<file path="src/inc/core_ext_pkg.sv">
// Constants and types shared by the pointer subtract and indexed decode block
package core_ext_pkg;

   // ==========================================================
   // Widths
   localparam int ADDR_W = 12;
   localparam int PC_W = 21;
   localparam int BANK_W = 4;
   localparam int CNT_W = 16;
   localparam int NUM_PTR = 3;

   // ==========================================================
   // Opcode fields
   localparam logic [7:0] OPC_SUB_PTR = 8'hE9;
   localparam logic [1:0] SEL_RETURN = 2'h3;
   localparam logic [1:0] SEL_FRAME = 2'h2;
   localparam int SEL_MSB = 7;
   localparam int SEL_LSB = 6;
   localparam int LIT_MSB = 5;

   // ==========================================================
   // Operand address mapping
   localparam logic [7:0] INDEX_LIMIT = 8'h5F;
   localparam logic [11:0] ACCESS_LOW_BASE = 12'h000;
   localparam logic [11:0] ACCESS_HIGH_BASE = 12'hF00;
   localparam logic [11:0] ACCESS_HIGH_START = 12'h060;

   // ==========================================================
   // Register byte offsets
   localparam logic [7:0] CFG_OFS = 8'h00;
   localparam logic [7:0] PTR0_OFS = 8'h04;
   localparam logic [7:0] STATUS_OFS = 8'h10;
   localparam logic [7:0] RETCNT_OFS = 8'h14;
   localparam logic [7:0] SUBCNT_OFS = 8'h18;
   localparam logic [7:0] MAPCNT_OFS = 8'h1C;
   localparam logic [7:0] LASTMAP_OFS = 8'h20;
   localparam logic [7:0] PTR_STRIDE = 8'h04;

   // ==========================================================
   // Field positions and reset values
   localparam int CFG_EXT_BIT = 0;
   localparam logic CFG_EXT_RST = 1'b1;
   localparam int STAT_BUSY_BIT = 0;
   localparam int STAT_EXT_BIT = 1;
   localparam int STAT_PCLOAD_BIT = 2;
   localparam int LASTMAP_IDX_BIT = 12;
   localparam int LASTMAP_WREG_BIT = 13;
   localparam logic [11:0] PTR_RST = 12'h000;
   localparam logic [20:0] PC_RST = 21'h000000;
   localparam logic [15:0] CNT_RST = 16'h0000;
   localparam logic [13:0] LASTMAP_RST = 14'h0000;
   localparam logic [31:0] RDATA_ZERO = 32'h00000000;

   // ==========================================================
   // Instruction sequencing
   typedef enum {exec_st, ret_nop_st} seq_state_t;

endpackage

</file>
<file path="src/logic/pointer_subtract_indexed_decode.sv">
// Pointer subtract, subtract-and-return and indexed operand decode
//
// What this block does
// RULE_01: Subtract 6-bit literal from pointer 0, 1 or 2; flags untouched.
// RULE_02: Subtract-and-return subtracts its literal from frame pointer only.
// RULE_03: Subtract-and-return then loads PC from the return stack top.
// RULE_04: Subtract-and-return is one word, two cycles, second cycle a no-op.
// RULE_05: Pointer field 11 of the subtract encoding means subtract-and-return.
// RULE_06: Extended set enable also enables indexed literal offset addressing.
// RULE_07: Extension off: access bank when access bit 0, else selected bank.
// RULE_08: Extension on, access bit 0, address up to 5Fh: frame offset.
// RULE_09: Indexed mapping applies to all byte and bit operand instructions.
// RULE_10: Frame pointer 00h maps indexed offsets onto the access bank.
// RULE_11: Destination bit still picks working register or file register.
// RULE_12: Access bit 0 addresses above 5Fh stay literal access bank.
// RULE_13: Indexed address is the 12-bit sum of frame pointer and offset.
// RULE_14: Extension enable resets to 1, enabling extended set and indexing.
//
// The register offsets and the AHB-Lite slave port were chosen for this implementation.
`timescale 1ns/1ps
module pointer_subtract_indexed_decode (
   input wire logic hclk, // Core clock
   input wire logic hresetn, // Async reset, active low
   input wire logic hsel, // Slave select
   input wire logic [31:0] haddr, // Byte address
   input wire logic [1:0] htrans, // Transfer type
   input wire logic hwrite, // Write when high
   input wire logic [2:0] hsize, // Transfer size, word only
   input wire logic [31:0] hwdata, // Write data
   input wire logic hready, // Bus ready
   output logic hreadyout, // Slave ready
   output logic [31:0] hrdata, // Read data
   output logic hresp, // Always OKAY
   input wire logic instr_valid, // Instruction word offered
   input wire logic [15:0] instr_word, // Program word
   output logic instr_ready, // Word can be taken
   input wire logic [core_ext_pkg::PC_W-1:0] return_stack_top, // Return addr
   input wire logic [core_ext_pkg::BANK_W-1:0] bank_select_value, // Bank
   input wire logic opnd_valid, // Operand address to map
   input wire logic [7:0] opnd_addr, // File address field
   input wire logic opnd_access, // Access bit of the opcode
   input wire logic opnd_dest, // Destination bit of the opcode
   output logic map_valid, // Mapped address valid, one cycle
   output logic [core_ext_pkg::ADDR_W-1:0] map_addr, // Mapped address
   output logic map_indexed, // Address came from frame offset
   output logic map_to_wreg, // Result goes to working register
   output logic pc_load, // Program counter load pulse
   output logic [core_ext_pkg::PC_W-1:0] pc_value, // New program counter
   output logic [core_ext_pkg::ADDR_W-1:0] stack_frame_pointer, // Frame ptr
   output logic ext_enabled // Extended set active
);
   import core_ext_pkg::*;

   // ==========================================================
   // Bus decode
   // ==========================================================
   // Word registers decode on the low byte of the address only
   function automatic logic reg_hit(input logic [31:0] a,
                                    input logic [7:0] ofs);
      reg_hit = (a[7:0] == ofs);
   endfunction

   logic wr_pend_ff;
   logic [31:0] wr_addr_ff;
   logic rd_pend_ff;
   logic [31:0] rd_addr_ff;
   logic bus_take;
   logic bus_wr;
   logic wr_now;

   assign bus_take = hsel && hready && htrans[1];
   assign bus_wr = bus_take && hwrite;
   assign wr_now = wr_pend_ff && hready;

   // Transfer size is not decoded; masters must issue whole words
   // Zero wait states: every transfer finishes in its first data cycle
   assign hreadyout = 1'b1;
   assign hresp = 1'b0;

   always_ff @(posedge hclk or negedge hresetn) begin
      if (!hresetn) begin
         wr_pend_ff <= 1'b0;
         rd_pend_ff <= 1'b0;
      end else if (hready) begin
         wr_pend_ff <= bus_wr;
         rd_pend_ff <= bus_take && !hwrite;
      end
   end

   always_ff @(posedge hclk or negedge hresetn) begin
      if (!hresetn) begin
         wr_addr_ff <= 32'h00000000;
         rd_addr_ff <= 32'h00000000;
      end else if (bus_take) begin
         wr_addr_ff <= haddr;
         rd_addr_ff <= haddr;
      end
   end

   logic wr_cfg;
   logic wr_retcnt;
   logic wr_subcnt;
   logic wr_mapcnt;

   assign wr_cfg = wr_now && reg_hit(wr_addr_ff, CFG_OFS);
   assign wr_retcnt = wr_now && reg_hit(wr_addr_ff, RETCNT_OFS);
   assign wr_subcnt = wr_now && reg_hit(wr_addr_ff, SUBCNT_OFS);
   assign wr_mapcnt = wr_now && reg_hit(wr_addr_ff, MAPCNT_OFS);

   // ==========================================================
   // Configuration
   // ==========================================================
   logic ext_en_ff;

   always_ff @(posedge hclk or negedge hresetn) begin
      if (!hresetn) begin
         ext_en_ff <= CFG_EXT_RST; // RULE_14
      end else if (wr_cfg) begin
         ext_en_ff <= hwdata[CFG_EXT_BIT];
      end
   end

   // One bit turns on both the new opcodes and indexed operands
   assign ext_enabled = ext_en_ff; // RULE_06

   // ==========================================================
   // Instruction decode
   // ==========================================================
   seq_state_t state_ff;
   seq_state_t nxt_state;
   logic instr_take;
   logic is_sub_op;
   logic is_return;
   logic is_sub_ptr;
   logic [1:0] ptr_sel;
   logic [ADDR_W-1:0] lit_wide;

   assign instr_ready = (state_ff == exec_st); // RULE_04
   assign instr_take = instr_valid && instr_ready;
   // With the extension off this opcode is not ours to execute
   assign is_sub_op = ext_en_ff && (instr_word[15:8] == OPC_SUB_PTR);
   assign ptr_sel = instr_word[SEL_MSB:SEL_LSB];
   assign is_return = is_sub_op && (ptr_sel == SEL_RETURN); // RULE_05
   assign is_sub_ptr = is_sub_op && (ptr_sel != SEL_RETURN); // RULE_01
   assign lit_wide = {6'h00, instr_word[LIT_MSB:0]};

   always_comb begin
      nxt_state = state_ff;
      case (state_ff)
         exec_st: begin
            if (instr_take && is_return) begin
               nxt_state = ret_nop_st; // RULE_04
            end
         end
         ret_nop_st: begin
            // Second cycle does nothing but let the new fetch settle
            nxt_state = exec_st; // RULE_04
         end
         default: begin
            nxt_state = exec_st;
         end
      endcase
   end

   always_ff @(posedge hclk or negedge hresetn) begin
      if (!hresetn) begin
         state_ff <= exec_st;
      end else begin
         state_ff <= nxt_state;
      end
   end

   // ==========================================================
   // Pointer file
   // ==========================================================
   // Instruction updates win over a bus write in the same cycle
   logic [ADDR_W-1:0] ptr_ff [NUM_PTR];
   logic [ADDR_W-1:0] nxt_ptr [NUM_PTR];

   genvar gi;
   generate
      for (gi = 0; gi < NUM_PTR; gi++) begin : g_ptr
         logic sub_hit;
         logic bus_hit;
         assign sub_hit = instr_take && ((is_sub_ptr &&
            (ptr_sel == 2'(gi))) || (is_return &&
            (gi == int'(SEL_FRAME)))); // RULE_01 RULE_02
         assign bus_hit = wr_now && reg_hit(wr_addr_ff,
            8'(PTR0_OFS + 8'(gi) * PTR_STRIDE));
         // Plain wrap-around subtract; no status flags are produced
         assign nxt_ptr[gi] = sub_hit ? (ptr_ff[gi] - lit_wide) :
            (bus_hit ? hwdata[ADDR_W-1:0] : ptr_ff[gi]); // RULE_01
         always_ff @(posedge hclk or negedge hresetn) begin
            if (!hresetn) begin
               ptr_ff[gi] <= PTR_RST;
            end else begin
               ptr_ff[gi] <= nxt_ptr[gi];
            end
         end
      end
   endgenerate

   assign stack_frame_pointer = ptr_ff[SEL_FRAME];

   // ==========================================================
   // Return
   // ==========================================================
   // Stack top is captured at the take edge, so the caller may move
   // it on at once without disturbing the loaded program counter
   logic pc_load_ff;
   logic [PC_W-1:0] pc_value_ff;

   always_ff @(posedge hclk or negedge hresetn) begin
      if (!hresetn) begin
         pc_load_ff <= 1'b0;
         pc_value_ff <= PC_RST;
      end else begin
         pc_load_ff <= instr_take && is_return; // RULE_03
         if (instr_take && is_return) begin
            pc_value_ff <= return_stack_top; // RULE_03
         end
      end
   end

   assign pc_load = pc_load_ff;
   assign pc_value = pc_value_ff;

   // ==========================================================
   // Operand address mapping
   // ==========================================================
   logic [ADDR_W-1:0] map_comb;
   logic idx_comb;
   logic map_valid_ff;
   logic [ADDR_W-1:0] map_addr_ff;
   logic map_indexed_ff;
   logic map_wreg_ff;

   // An operand offered with a subtract sees the frame pointer from
   // before that subtract; the core must order such pairs itself
   index_addr_map i_index_addr_map (
      .ext_en(ext_en_ff), // RULE_06
      .file_addr(opnd_addr),
      .access_bit(opnd_access),
      .bank_sel(bank_select_value),
      .frame_ptr(ptr_ff[SEL_FRAME]),
      .eff_addr(map_comb),
      .indexed(idx_comb)
   );

   always_ff @(posedge hclk or negedge hresetn) begin
      if (!hresetn) begin
         map_valid_ff <= 1'b0;
         map_addr_ff <= PTR_RST;
         map_indexed_ff <= 1'b0;
         map_wreg_ff <= 1'b0;
      end else begin
         map_valid_ff <= opnd_valid;
         if (opnd_valid) begin
            map_addr_ff <= map_comb; // RULE_08 RULE_09
            map_indexed_ff <= idx_comb;
            map_wreg_ff <= !opnd_dest; // RULE_11
         end
      end
   end

   assign map_valid = map_valid_ff;
   assign map_addr = map_addr_ff;
   assign map_indexed = map_indexed_ff;
   assign map_to_wreg = map_wreg_ff;

   // ==========================================================
   // Event counters
   // ==========================================================
   // A count in the same cycle as a clearing write survives as 1
   logic [2:0] cnt_evt;
   logic [2:0] cnt_clr;
   logic [CNT_W-1:0] cnt_ff [3];

   assign cnt_evt = {opnd_valid && idx_comb, instr_take && is_sub_ptr,
                     instr_take && is_return};
   assign cnt_clr = {wr_mapcnt, wr_subcnt, wr_retcnt};

   generate
      for (gi = 0; gi < 3; gi++) begin : g_cnt
         always_ff @(posedge hclk or negedge hresetn) begin
            if (!hresetn) begin
               cnt_ff[gi] <= CNT_RST;
            end else if (cnt_clr[gi]) begin
               cnt_ff[gi] <= {{(CNT_W-1){1'b0}}, cnt_evt[gi]};
            end else if (cnt_evt[gi]) begin
               cnt_ff[gi] <= cnt_ff[gi] + 1'b1;
            end
         end
      end
   endgenerate

   // ==========================================================
   // Read data
   // ==========================================================
   // Read data is picked in the data phase so a write just before
   // is already visible
   logic [31:0] status_word;
   logic [31:0] rd_mux;
   logic [31:0] ptr_rd;
   logic ptr_rd_hit;

   assign status_word = {29'h00000000, pc_load_ff, ext_en_ff,
                         state_ff == ret_nop_st};

   always_comb begin
      ptr_rd = RDATA_ZERO;
      ptr_rd_hit = 1'b0;
      for (int i = 0; i < NUM_PTR; i++) begin
         if (reg_hit(rd_addr_ff, 8'(PTR0_OFS + 8'(i) * PTR_STRIDE))) begin
            ptr_rd = {20'h00000, ptr_ff[i]};
            ptr_rd_hit = 1'b1;
         end
      end
   end

   always_comb begin
      if (reg_hit(rd_addr_ff, CFG_OFS)) begin
         rd_mux = {31'h00000000, ext_en_ff};
      end else if (ptr_rd_hit) begin
         rd_mux = ptr_rd;
      end else if (reg_hit(rd_addr_ff, STATUS_OFS)) begin
         rd_mux = status_word;
      end else if (reg_hit(rd_addr_ff, RETCNT_OFS)) begin
         rd_mux = {16'h0000, cnt_ff[0]};
      end else if (reg_hit(rd_addr_ff, SUBCNT_OFS)) begin
         rd_mux = {16'h0000, cnt_ff[1]};
      end else if (reg_hit(rd_addr_ff, MAPCNT_OFS)) begin
         rd_mux = {16'h0000, cnt_ff[2]};
      end else if (reg_hit(rd_addr_ff, LASTMAP_OFS)) begin
         rd_mux = {18'h00000, map_wreg_ff, map_indexed_ff, map_addr_ff};
      end else begin
         rd_mux = RDATA_ZERO;
      end
   end

   assign hrdata = rd_pend_ff ? rd_mux : RDATA_ZERO;

endmodule

</file>
<file path="src/logic/index_addr_map.sv">
// Operand file address to data memory address mapping
`timescale 1ns/1ps
module index_addr_map (
   input wire logic ext_en, // Extended set active
   input wire logic [7:0] file_addr, // Address field of the opcode
   input wire logic access_bit, // 0 access bank, 1 banked
   input wire logic [core_ext_pkg::BANK_W-1:0] bank_sel, // Bank select
   input wire logic [core_ext_pkg::ADDR_W-1:0] frame_ptr, // Frame pointer
   output logic [core_ext_pkg::ADDR_W-1:0] eff_addr, // Mapped address
   output logic indexed // Offset from frame pointer used
);
   import core_ext_pkg::*;

   logic [ADDR_W-1:0] wide_addr;
   logic [ADDR_W-1:0] frame_sum;
   logic [ADDR_W-1:0] banked_addr;
   logic [ADDR_W-1:0] access_addr;
   logic low_half;

   assign wide_addr = {4'h0, file_addr};
   assign low_half = (file_addr <= INDEX_LIMIT);
   // Sum wraps inside the data space
   assign frame_sum = frame_ptr + wide_addr; // RULE_13
   assign banked_addr = {bank_sel, file_addr}; // RULE_07
   // Upper half of the access bank stays literal in both modes
   assign access_addr = low_half ? (ACCESS_LOW_BASE | wide_addr) :
      (ACCESS_HIGH_BASE | (wide_addr - ACCESS_HIGH_START)); // RULE_07 RULE_12
   assign indexed = ext_en && !access_bit && low_half; // RULE_08 RULE_09
   // Zero frame pointer gives the literal access bank map
   assign eff_addr = access_bit ? banked_addr :
      (indexed ? frame_sum : access_addr); // RULE_10

endmodule

</file>
<file path="config.mk">
export PLATFORM = sky130hd
export DESIGN_NAME = pointer_subtract_indexed_decode
export DESIGN_NICKNAME = d
export VERILOG_FILES = /design/src/inc/core_ext_pkg.sv /design/src/logic/pointer_subtract_indexed_decode.sv /design/src/logic/index_addr_map.sv
export SDC_FILE = /design/constraint.sdc
export NUM_CORES = 1
export LEC_CHECK = 0
export ABC_CLOCK_PERIOD_IN_PS = 4600
export BUFFER_PORTS_ARGS = -buffer_cell sky130_fd_sc_hd__buf_2
export CAP_MARGIN = 20
export CELL_PAD_IN_SITES_DETAIL_PLACEMENT = 2
export CELL_PAD_IN_SITES_GLOBAL_PLACEMENT = 2
export CORE_MARGIN = 8
export CORE_UTILIZATION = 35
export CTS_CLUSTER_DIAMETER = 40
export DETAILED_ROUTE_END_ITERATION = 6
export PLACE_DENSITY_LB_ADDON = 0.1
export SYNTH_ARGS = -nofsm -noshare
export SYNTH_HDL_FRONTEND = slang
export SYNTH_SLANG_ARGS = --single-unit
</file>
<file path="constraint.sdc">
create_clock -name hclk -period 4.6 [get_ports hclk]
set_clock_uncertainty 0.15 [all_clocks]
set_input_delay 0 -clock hclk [delete_from_list [all_inputs] [get_ports hclk]]
set_output_delay 0 -clock hclk [all_outputs]
set_load 0.005 [all_outputs]
</file>
[Word level (Yosys, flattened, before mapping)]
Index checks and enable logic that the tools add are counted.
W data, S select, Z words.
Storage, ports and cells
  bits in registers: 164
  input port bits: 127
  word-level logic and storage cells: 113
Operators by class
  add/sub/neg operators: 8
  magnitude comparators: 1
  equality and inequality tests: 15
  mux-type cells: 31
  reductions and logical operators: 41
Operators with widths (number)
  $mux W16: 12
  $mux W12: 12
  $mux W32: 3
  $logic_not A32 Y1: 2
  $add A16 B1 Y16 const B: 3
  $sub A12 B6 Y12: 3
  $eq A32 B2 Y1 const B: 1
  $eq A8 B5 Y1 const B: 4
  $logic_and A1 B1 Y1: 27
  $eq A8 B4 Y1 const B: 2
  $mux W14: 1
  $add A12 B8 Y12: 1
  $reduce_bool A2 Y1: 6
  $eq A8 B3 Y1 const B: 1
  $eq A8 B6 Y1 const B: 1
  $eq A8 B8 Y1 const B: 1
  $le A8 B7 Y1 const B: 1
  $logic_not A8 Y1: 1
  $sub A8 B7 Y8 const B: 1
  $eq A2 B2 Y1 const B: 2
  $ne A2 B2 Y1 const B: 2
  $logic_not A1 Y1: 3
  $mux W1: 3
  $eq A2 B1 Y1 const B: 1
  2 further kinds: 2

[Longest topological paths before layout]
Gate-level depths: netlist of run 1.
  depth after elaboration: 9
  mapped depth: 10
  gate-level depth less buffers: 10

[Modules after synthesis]
Synthesis of run 1 repeated with hierarchy kept, for this count alone.
Second synthesis, totals
  cell total of the unflattened synthesis: 1021
  area total of the unflattened synthesis: 8804.7 µm²
By module, submodules not included
  pointer_subtract_indexed_decode: instances 1, cells an instance 911, area each 8076.5 µm², seq. area each 3329.4 µm²
  index_addr_map: instances 1, cells an instance 110, area each 728.2 µm², seq. area each 0.0 µm²

[Worst setup path before layout of run 1]
Ideal clock, no wire load.
  path type: register to register
  from: register rd_addr_ff[4] (netlist name)
  to: register ptr_ff[23] in the netlist's numbering
  arrival time: 2.117 ns
  required time: 4.326 ns
  setup slack: 2.209 ns
  cell stages (with the launch flop): 9
  period minus slack after synthesis: 2.391 ns
  path through: dfrtp_1 buf_6 or3_4 or4_4 buf_6 or2_4 nand2_1 a21oi_1 a211o_1
RTL lines
  to (signal, indexed assignment): RTL line pointer_subtract_indexed_decode.sv:197  | ptr_ff[gi] <= nxt_ptr[gi];
  to (decl): RTL line pointer_subtract_indexed_decode.sv:177  | logic [ADDR_W-1:0] ptr_ff [NUM_PTR];

[Worst setup path in the final report of run 1]
  from: register rd_addr_ff[2]
  to: output hrdata[2]
Between the ends
  word-level cells in the longest chain between the ends: 9
RTL lines
  from (decl): RTL line pointer_subtract_indexed_decode.sv:66  | logic [31:0] rd_addr_ff;
  from (signal assigned): RTL line pointer_subtract_indexed_decode.sv:96  | rd_addr_ff <= haddr;
  $eq A8 B6 Y1: RTL line pointer_subtract_indexed_decode.sv:60  | reg_hit = (a[7:0] == ofs);
  $mux W14: RTL line pointer_subtract_indexed_decode.sv:334  | end else if (reg_hit(rd_addr_ff, LASTMAP_OFS)) begin
  $mux W16: RTL line pointer_subtract_indexed_decode.sv:332  | end else if (reg_hit(rd_addr_ff, MAPCNT_OFS)) begin
  $mux W16: RTL line pointer_subtract_indexed_decode.sv:330  | end else if (reg_hit(rd_addr_ff, SUBCNT_OFS)) begin
  $mux W16: RTL line pointer_subtract_indexed_decode.sv:328  | end else if (reg_hit(rd_addr_ff, RETCNT_OFS)) begin
  $mux W16: RTL line pointer_subtract_indexed_decode.sv:326  | end else if (reg_hit(rd_addr_ff, STATUS_OFS)) begin
  $mux W16: RTL line pointer_subtract_indexed_decode.sv:324  | end else if (ptr_rd_hit) begin
  $mux W16 (*): RTL line pointer_subtract_indexed_decode.sv:322  | if (reg_hit(rd_addr_ff, CFG_OFS)) begin
  $mux W32 (*): RTL line pointer_subtract_indexed_decode.sv:341  | assign hrdata = rd_pend_ff ? rd_mux : RDATA_ZERO;
  to (decl): RTL line pointer_subtract_indexed_decode.sv:32  | output logic [31:0] hrdata,
Mark *: on every way between the ends. The rest lies on a longest branch, timed or not.

==> metrics, run 1 <==
Pleak 5.14 nW; clk_lat worst skew 440 ps; fin. max-slew vios 0; fin cells 1502; post-synthesis mux area share a little under a tenth; vias in the first global route 9300; Post-CTS Repair Setup Buffers 0; Residual DRC 0; Starting Density 35.2%; largest area contributor in the netlist dfrtp_1; Synth Warn # 0; HPWL Detailed ~24000 µm; Syn Inst Count 963; Max Freq 279 MHz; outcome complete, no violations; multi-input logic area 0.00494 mm²; Final Hold Fails 0; final setup vio count 0; final period demand of the worst path about 3600 ps; CTS H-Tree Depth 4; fill count 2732; Die X between 150 and 200 µm; count leader, synth dfrtp_1; Worst-path clk slew 70 ps; post-synth top area share 37.8%; Critical Path, Cell by Cell buf_4 > nor4_1 > and3_1 > a21oi_1 > o21a_1 > a211oi_1 > buf_2; initial antenna violation count 0; Critical Path End Type output port; Root Driver clkbuf_16; GRT Residual Overflow 0; WHS 21.9 ps; core area 0.0248 mm²; main combinational cell family by area after synthesis simple AND/OR/NAND/NOR gates; Yosys reg bits approximately 130; TritonCTS clock tree done; HP Class primary input to flop; PnR worst setup slack 1010 ps; Compound-Gate Fraction of Synth Area approximately 16%; ys flop type dfrtp_1; IO buf count 145; Register Area about 0.0033 mm²; synth unique cells 73; Max FO, Critical Path 23; Final period util 78.0%; Clock Tree Buf Depth 2; ys async rst share 100%; largest net degree at the start of global routing 92; DRT Wirelength 34400 µm; total die area 0.0303 mm²; Cell Area, Placed 0.00967 mm²; DP Cell Count ~1400; first drt pass iteration count 4; CP required 4450 ps; RSZ-0062 raised after global routing false; Design Area, Final 0.0110 mm²; area grow syn2layout 25.9%; setup TNS 0 ps; Worst slew margin 38.0%; post-placement setup slack approximately 1500 ps; routed len/inst ~23 µm; post-synthesis sequential area ratio a little under two fifths; Synth top cells by count 132 x dfrtp_1, 107 x nor2_1, 68 x nand2_1, 58 x a21oi_1, 49 x o21ai_0; GRT Total Usage a little under a quarter; Tot Pwr between 3 and 4 mW; first-pass GRT wire length roughly 54000 µm; Avg Cell Area, Syn between 9 and 10 µm²; Max VDD drop 0.184 mV; Post-Syn Area 0.00874 mm²; # diodes 0; # IOs 212; # rows 58; cells on worst reg2reg path 10; worst hold stages 5; die height 174 µm; XOR/XNOR Fraction of Synth Area 5.21%; vias just over 8000; 1st-iter DRT viols ~350; gpl congestion roughly 0.82; max-cap violations 0; largest cells by area after synthesis dfrtp_1 38%, mux2_2 6.1%, nor2_1 4.6%, ha_1 4.3%, xor2_1 3.6%; vias per inst 5.43; Crit path largest cell delay about 660 ps; WP data arrival approximately 3400 ps; # nets final 1320; Antenna Nets Post-Route 0; fraction of layout cells with a size suffix above 1 21.5%; adder-cell area share of the yosys netlist ~5.2%; power per cell area 302 mW/mm²; crit start category flop; EDFF count, synth 0; clk sinks about 130; CTS Buf Count 17; Simple-Gate Fraction of Synth Area between 15 and 20%; CP max stage cell and3_1; kind of critical path flop to output port; worst slew pin tran 930 ps; Layout Utilization 44.3%
==> worst max-delay path: cells and delay by family, from the launching register on <==
family	cells	cell delay [ps]
DFF	1	590
and+or+nand+nor	2	1120
buffers and inverters	2	520
AOI/OAI and AO/OA	3	730
==> timing repair <==
item                                   in CTS  in global routing
hold buffers                               73                  0
endpoints found under the hold margin     173                  0
resized for setup                           0                  0
==> layout by cell type (no fill, tap or decap), types with 32 or more instances in the layout <==
cell           count
o21ai_0           49
buf_2            144
nand2_1           68
mux2_2            47
xor2_1            36
inv_1             35
dfrtp_1          131
a21oi_1           58
nor2_1           107
dlygate4sd3_1     73
nand3_1           32
==> area by class of cell <==
class	instances	area share, %
Tap cell	330	3.75
Inverter	35	1.19
Clock inverter	15	1.59
Sequential cell	133	30.3
Timing Repair Buffer	234	14.4
Clock buffer	17	3.87
Multi-Input combinational cell	738	44.9
==> final timing paths <==
check | from | end | slack (ps)
max | rd_addr_ff[2] | hrdata[2] | 1010
min | opnd_access | map_addr[10] | 20
min in group asynchronous | hresetn | stack_frame_pointer[3] | 90
min reg2reg | pc_value[16] | pc_value[16] | 360
max in group asynchronous | hresetn | ptr_ff[31] | 2990
max reg2reg | stack_frame_pointer[0] | map_addr[6] | 1240
==> layer usage <==
metal / GRT usage, % / up-vias / routed length [µm]
li1: - / 3826 / -
met1: 29.0 / 4126 / 15700
met2: 38.2 / 163 / 16800
met3: 4.69 / 37 / 1290
met4: 6.41 / 0 / 660
met5: 0 / - / 0
==> logic make-up (layout without fill, tap and decap cells) <==
| logic type | Yosys count | count (layout) |
|---|---|---|
| buffers and inverters | 108 | 301 |
| XOR/XNOR | 52 | 52 |
| multiplexers | 76 | 76 |
| AND/OR/NAND/NOR | 341 | 341 |
| other | 2 | 18 |
| AO/OA/AOI/OAI | 217 | 217 |
| adder cells (fa/ha/maj) | 34 | 34 |
| flip-flops | 133 | 133 |
==> sequential cells by signal, indices dropped and copies added, names as in the netlist <==
signal               flops
pc_load                  1
ext_enabled              1
rd_pend_ff               1
wr_pend_ff               1
pc_value                21
map_valid                1
state_ff                 1
rd_addr_ff               8
ptr_ff                  24
map_indexed              1
map_addr                12
cnt_ff                  48
stack_frame_pointer     12
map_to_wreg              1
==> report_power, final <==
part           internal [mW]  leakage, nW  total, mW  switching (mW)
Clock                  0.737        0.292       1.40           0.667
Sequential              1.23         1.78       1.34           0.112
Combinational          0.252         3.07      0.575           0.324
Note: power is estimated with default switching activity, not from simulation.
==> inputs of run 2 (changes only) <==
- ABC_AREA: default -> 1
- ABC_CLOCK_PERIOD_IN_PS: 4600 -> 3500
- CORE_UTILIZATION: 35 -> 30
- clock period: 4.6 -> 3.5 ns (I/O delays scaled with it)
==> run 2 against run 1 <==
Compared with the run above: wire length up 23%; design area rose by 9.7%; die area grew 26%; register-to-register slack got worse by 920 ps; critical path depth increased by 2; via count is 28% higher; critical endpoint is now stack_frame_pointer[2].
==> metrics, run 2 <==
CTS H-Tree Depth 4; Antenna Nets Post-Route 0; Root Driver clkbuf_16; largest area contributor in the netlist dfrtp_1; # nets final 1783; WP data arrival 3350 ps; first drt pass iteration count 4; fin. max-slew vios 0; IO buf count 145; Starting Density 30.5%; final period demand of the worst path approximately 3200 ps; GRT Residual Overflow 0; Max VDD drop 0.269 mV; largest cells by area after synthesis dfrtp_1 34%, nand2_1 16%, nand3_1 6.6%, o21ai_0 6.3%, inv_1 5.6%; first-pass GRT wire length around 67000 µm; initial antenna violation count 1; CP bufs+invs 3; Residual DRC 0; vias in the first global route about 12000; die height 195 µm; Register Area 0.00333 mm²; fill count 3848; largest delay contributor family on the critical path buffers and inverters; worst hold stages 5; post-synth top area share 34.2%; Die X approximately 200 µm; Avg Cell Area, Syn just under 7 µm²; # IOs around 210; WHS 22.0 ps; Crit path largest cell delay approximately 650 ps; Synth top cells by count 417 x nand2_1, 145 x inv_1, 132 x dfrtp_1, 127 x nand3_1, 121 x o21ai_0; R2R Setup Slk 320 ps; multi-input logic area ~0.0054 mm²; EDFF count, synth 0; vias per inst around 5.1; outcome complete, no violations; CTS Buf Count 17; synth unique cells ~50; CP required 3670 ps; power per cell area 366 mW/mm²; DP Cell Count 1925; Max Freq 314 MHz; Syn Inst Count 1415; CP max stage cell dfstp_2; clk_lat worst skew 430 ps; TritonCTS clock tree done; Yosys reg bits about 130; cells on worst reg2reg path 9; Worst slew margin between 30 and 40%; GRT Total Usage 22.3%; HP Class primary input to flop; Layout Utilization around two fifths; post-synthesis sequential area ratio 34.5%; Clock Tree Buf Depth 2; gpl congestion 0.849; HPWL Detailed 32100 µm; Design Area, Final 0.0121 mm²; Top reg by flops cnt_ff; Final period util 91.0%; fraction of layout cells with a size suffix above 1 14.0%; Worst-path clk slew 70 ps; total die area ~0.038 mm²; Hold Path End stack_frame_pointer[7]; crit start category flop; Critical Path, Cell by Cell nand3_1 > nor2_2 > dlygate4sd3_1 > nand3_4 > nand2_1 > inv_1 > nand2_1 > o211ai_1 > dlygate4sd3_1; vias between 10000 and 15000; RSZ-0062 raised after global routing false; ys flop type dfrtp_1; source of the worst hold timing path instr_word[12]; area grow syn2layout 24.9%; Critical Path End Type flop; Final Hold Fails 0; fin cells 2036; most common cell after layout, fill and taps aside nand2_1; ys async rst share between 90% and 100%; clk sinks 133; setup TNS 0 ps; Synth Warn # 0; reg-to-reg startpoint ext_enabled; largest net degree at the start of global routing 84; DRT Wirelength 42300 µm; Cell Area, Placed 0.0106 mm²; final setup vio count 0; core area 0.0316 mm²; 1st-iter DRT viols 467; routed len/inst around 21 µm; max-cap violations 0; most frequent cells in the layout 417 x nand2_1, 145 x inv_1, 144 x buf_2, 132 x dfrtp_1, 127 x nand3_1; Pleak around 6.2 nW; Max FO, Critical Path 8; # rows 65; count leader, synth nand2_1; max FFs per register between 40 and 50; reg2reg end stack_frame_pointer[2]; kind of critical path flop to flop; Post-Syn Area 0.00966 mm²; worst slew pin tran 906 ps
## run 2: cell types whose count changed after synthesis, moves of 29 or more
cell     delta
nand2_1   +349
nand3_1    +95
mux2i_1    -29
o21ai_0    +72
inv_1     +110
mux2_2     -47
## run 2: tightest hold or removal path, stage by stage
cell and delay (ps):
buf_2 120, nor2_1 80, nand4_1 200, o21ai_0 120, nand2_1 50
## run 2: power by group
| part | internal [mW] | total (mW) | leakage (nW) | switching [mW] |
|---|---|---|---|---|
| Combinational | 0.268 | 0.693 | 4.30 | 0.426 |
| Clock | 1.21 | 1.96 | 0.295 | 0.750 |
| Sequential | 1.63 | 1.76 | 1.63 | 0.132 |
## run 2: worst max path at each step
stage	from	slack, ps	end	cells after the start
after floorplan	stack_frame_pointer[0]	1570	stack_frame_pointer[6]	11
after global placement	rd_addr_ff[3]	970	cnt_ff[10]	10
after detailed placement	rd_addr_ff[3]	860	cnt_ff[13]	9
after CTS	ext_enabled	320	stack_frame_pointer[2]	9
after global routing	ext_enabled	150	stack_frame_pointer[2]	9
final	ext_enabled	320	stack_frame_pointer[2]	9
## run 2: cells by family after synthesis
family / count (synthesis) / share of synthesized area, %
AND/OR/NAND/NOR: 763 / 34.7
flip-flops: 133 / 34.5
buffers and inverters: 221 / 10.4
other: 2 / 0.0777
adder cells (fa/ha/maj): 34 / 4.71
AO/OA/AOI/OAI: 227 / 12.5
XOR/XNOR: 35 / 3.17
## run 2: metrics by stage
| step | worst slack (ps) | power [mW] |
|---|---|---|
| final | 316 | 4.41 |
| after global routing | 149 | 4.60 |
| after CTS | 322 | 4.44 |
| after detailed placement | 863 | 2.39 |
| after global placement | 973 | 2.37 |
| after floorplan | 1570 | 2.11 |
## run 2: repair_timing
| item | in CTS | in global routing |
|---|---|---|
| resized for setup | 0 | 0 |
| hold buffers | 80 | 0 |
| buffers inserted | 0 | 0 |
| endpoints found under the hold margin | 167 | 0 |
## run 2: metal layers
layer  wire length, µm  up-vias  global-route usage (%)  part of all wire (%)
met1             19400     5222                    28.8                    46
met5                 0        -                       0                     0
met3              1440       58                    3.47                   3.4
li1                  -     4996                       -                     -
met4               887        0                    6.37                   2.1
met2             20600      193                    38.1                    49
## run 2: final cells by class
| class | instances | area share, % |
|---|---|---|
| multi-input cells | 1077 | 44.6 |
| flip-flops and latches | 133 | 27.6 |
| repair buffers | 236 | 13.5 |
| inverters | 157 | 4.95 |
| well taps | 402 | 4.17 |
| clock buffers | 18 | 3.64 |
| clock inverters | 12 | 1.48 |
| diodes | 1 | 0.0207 |
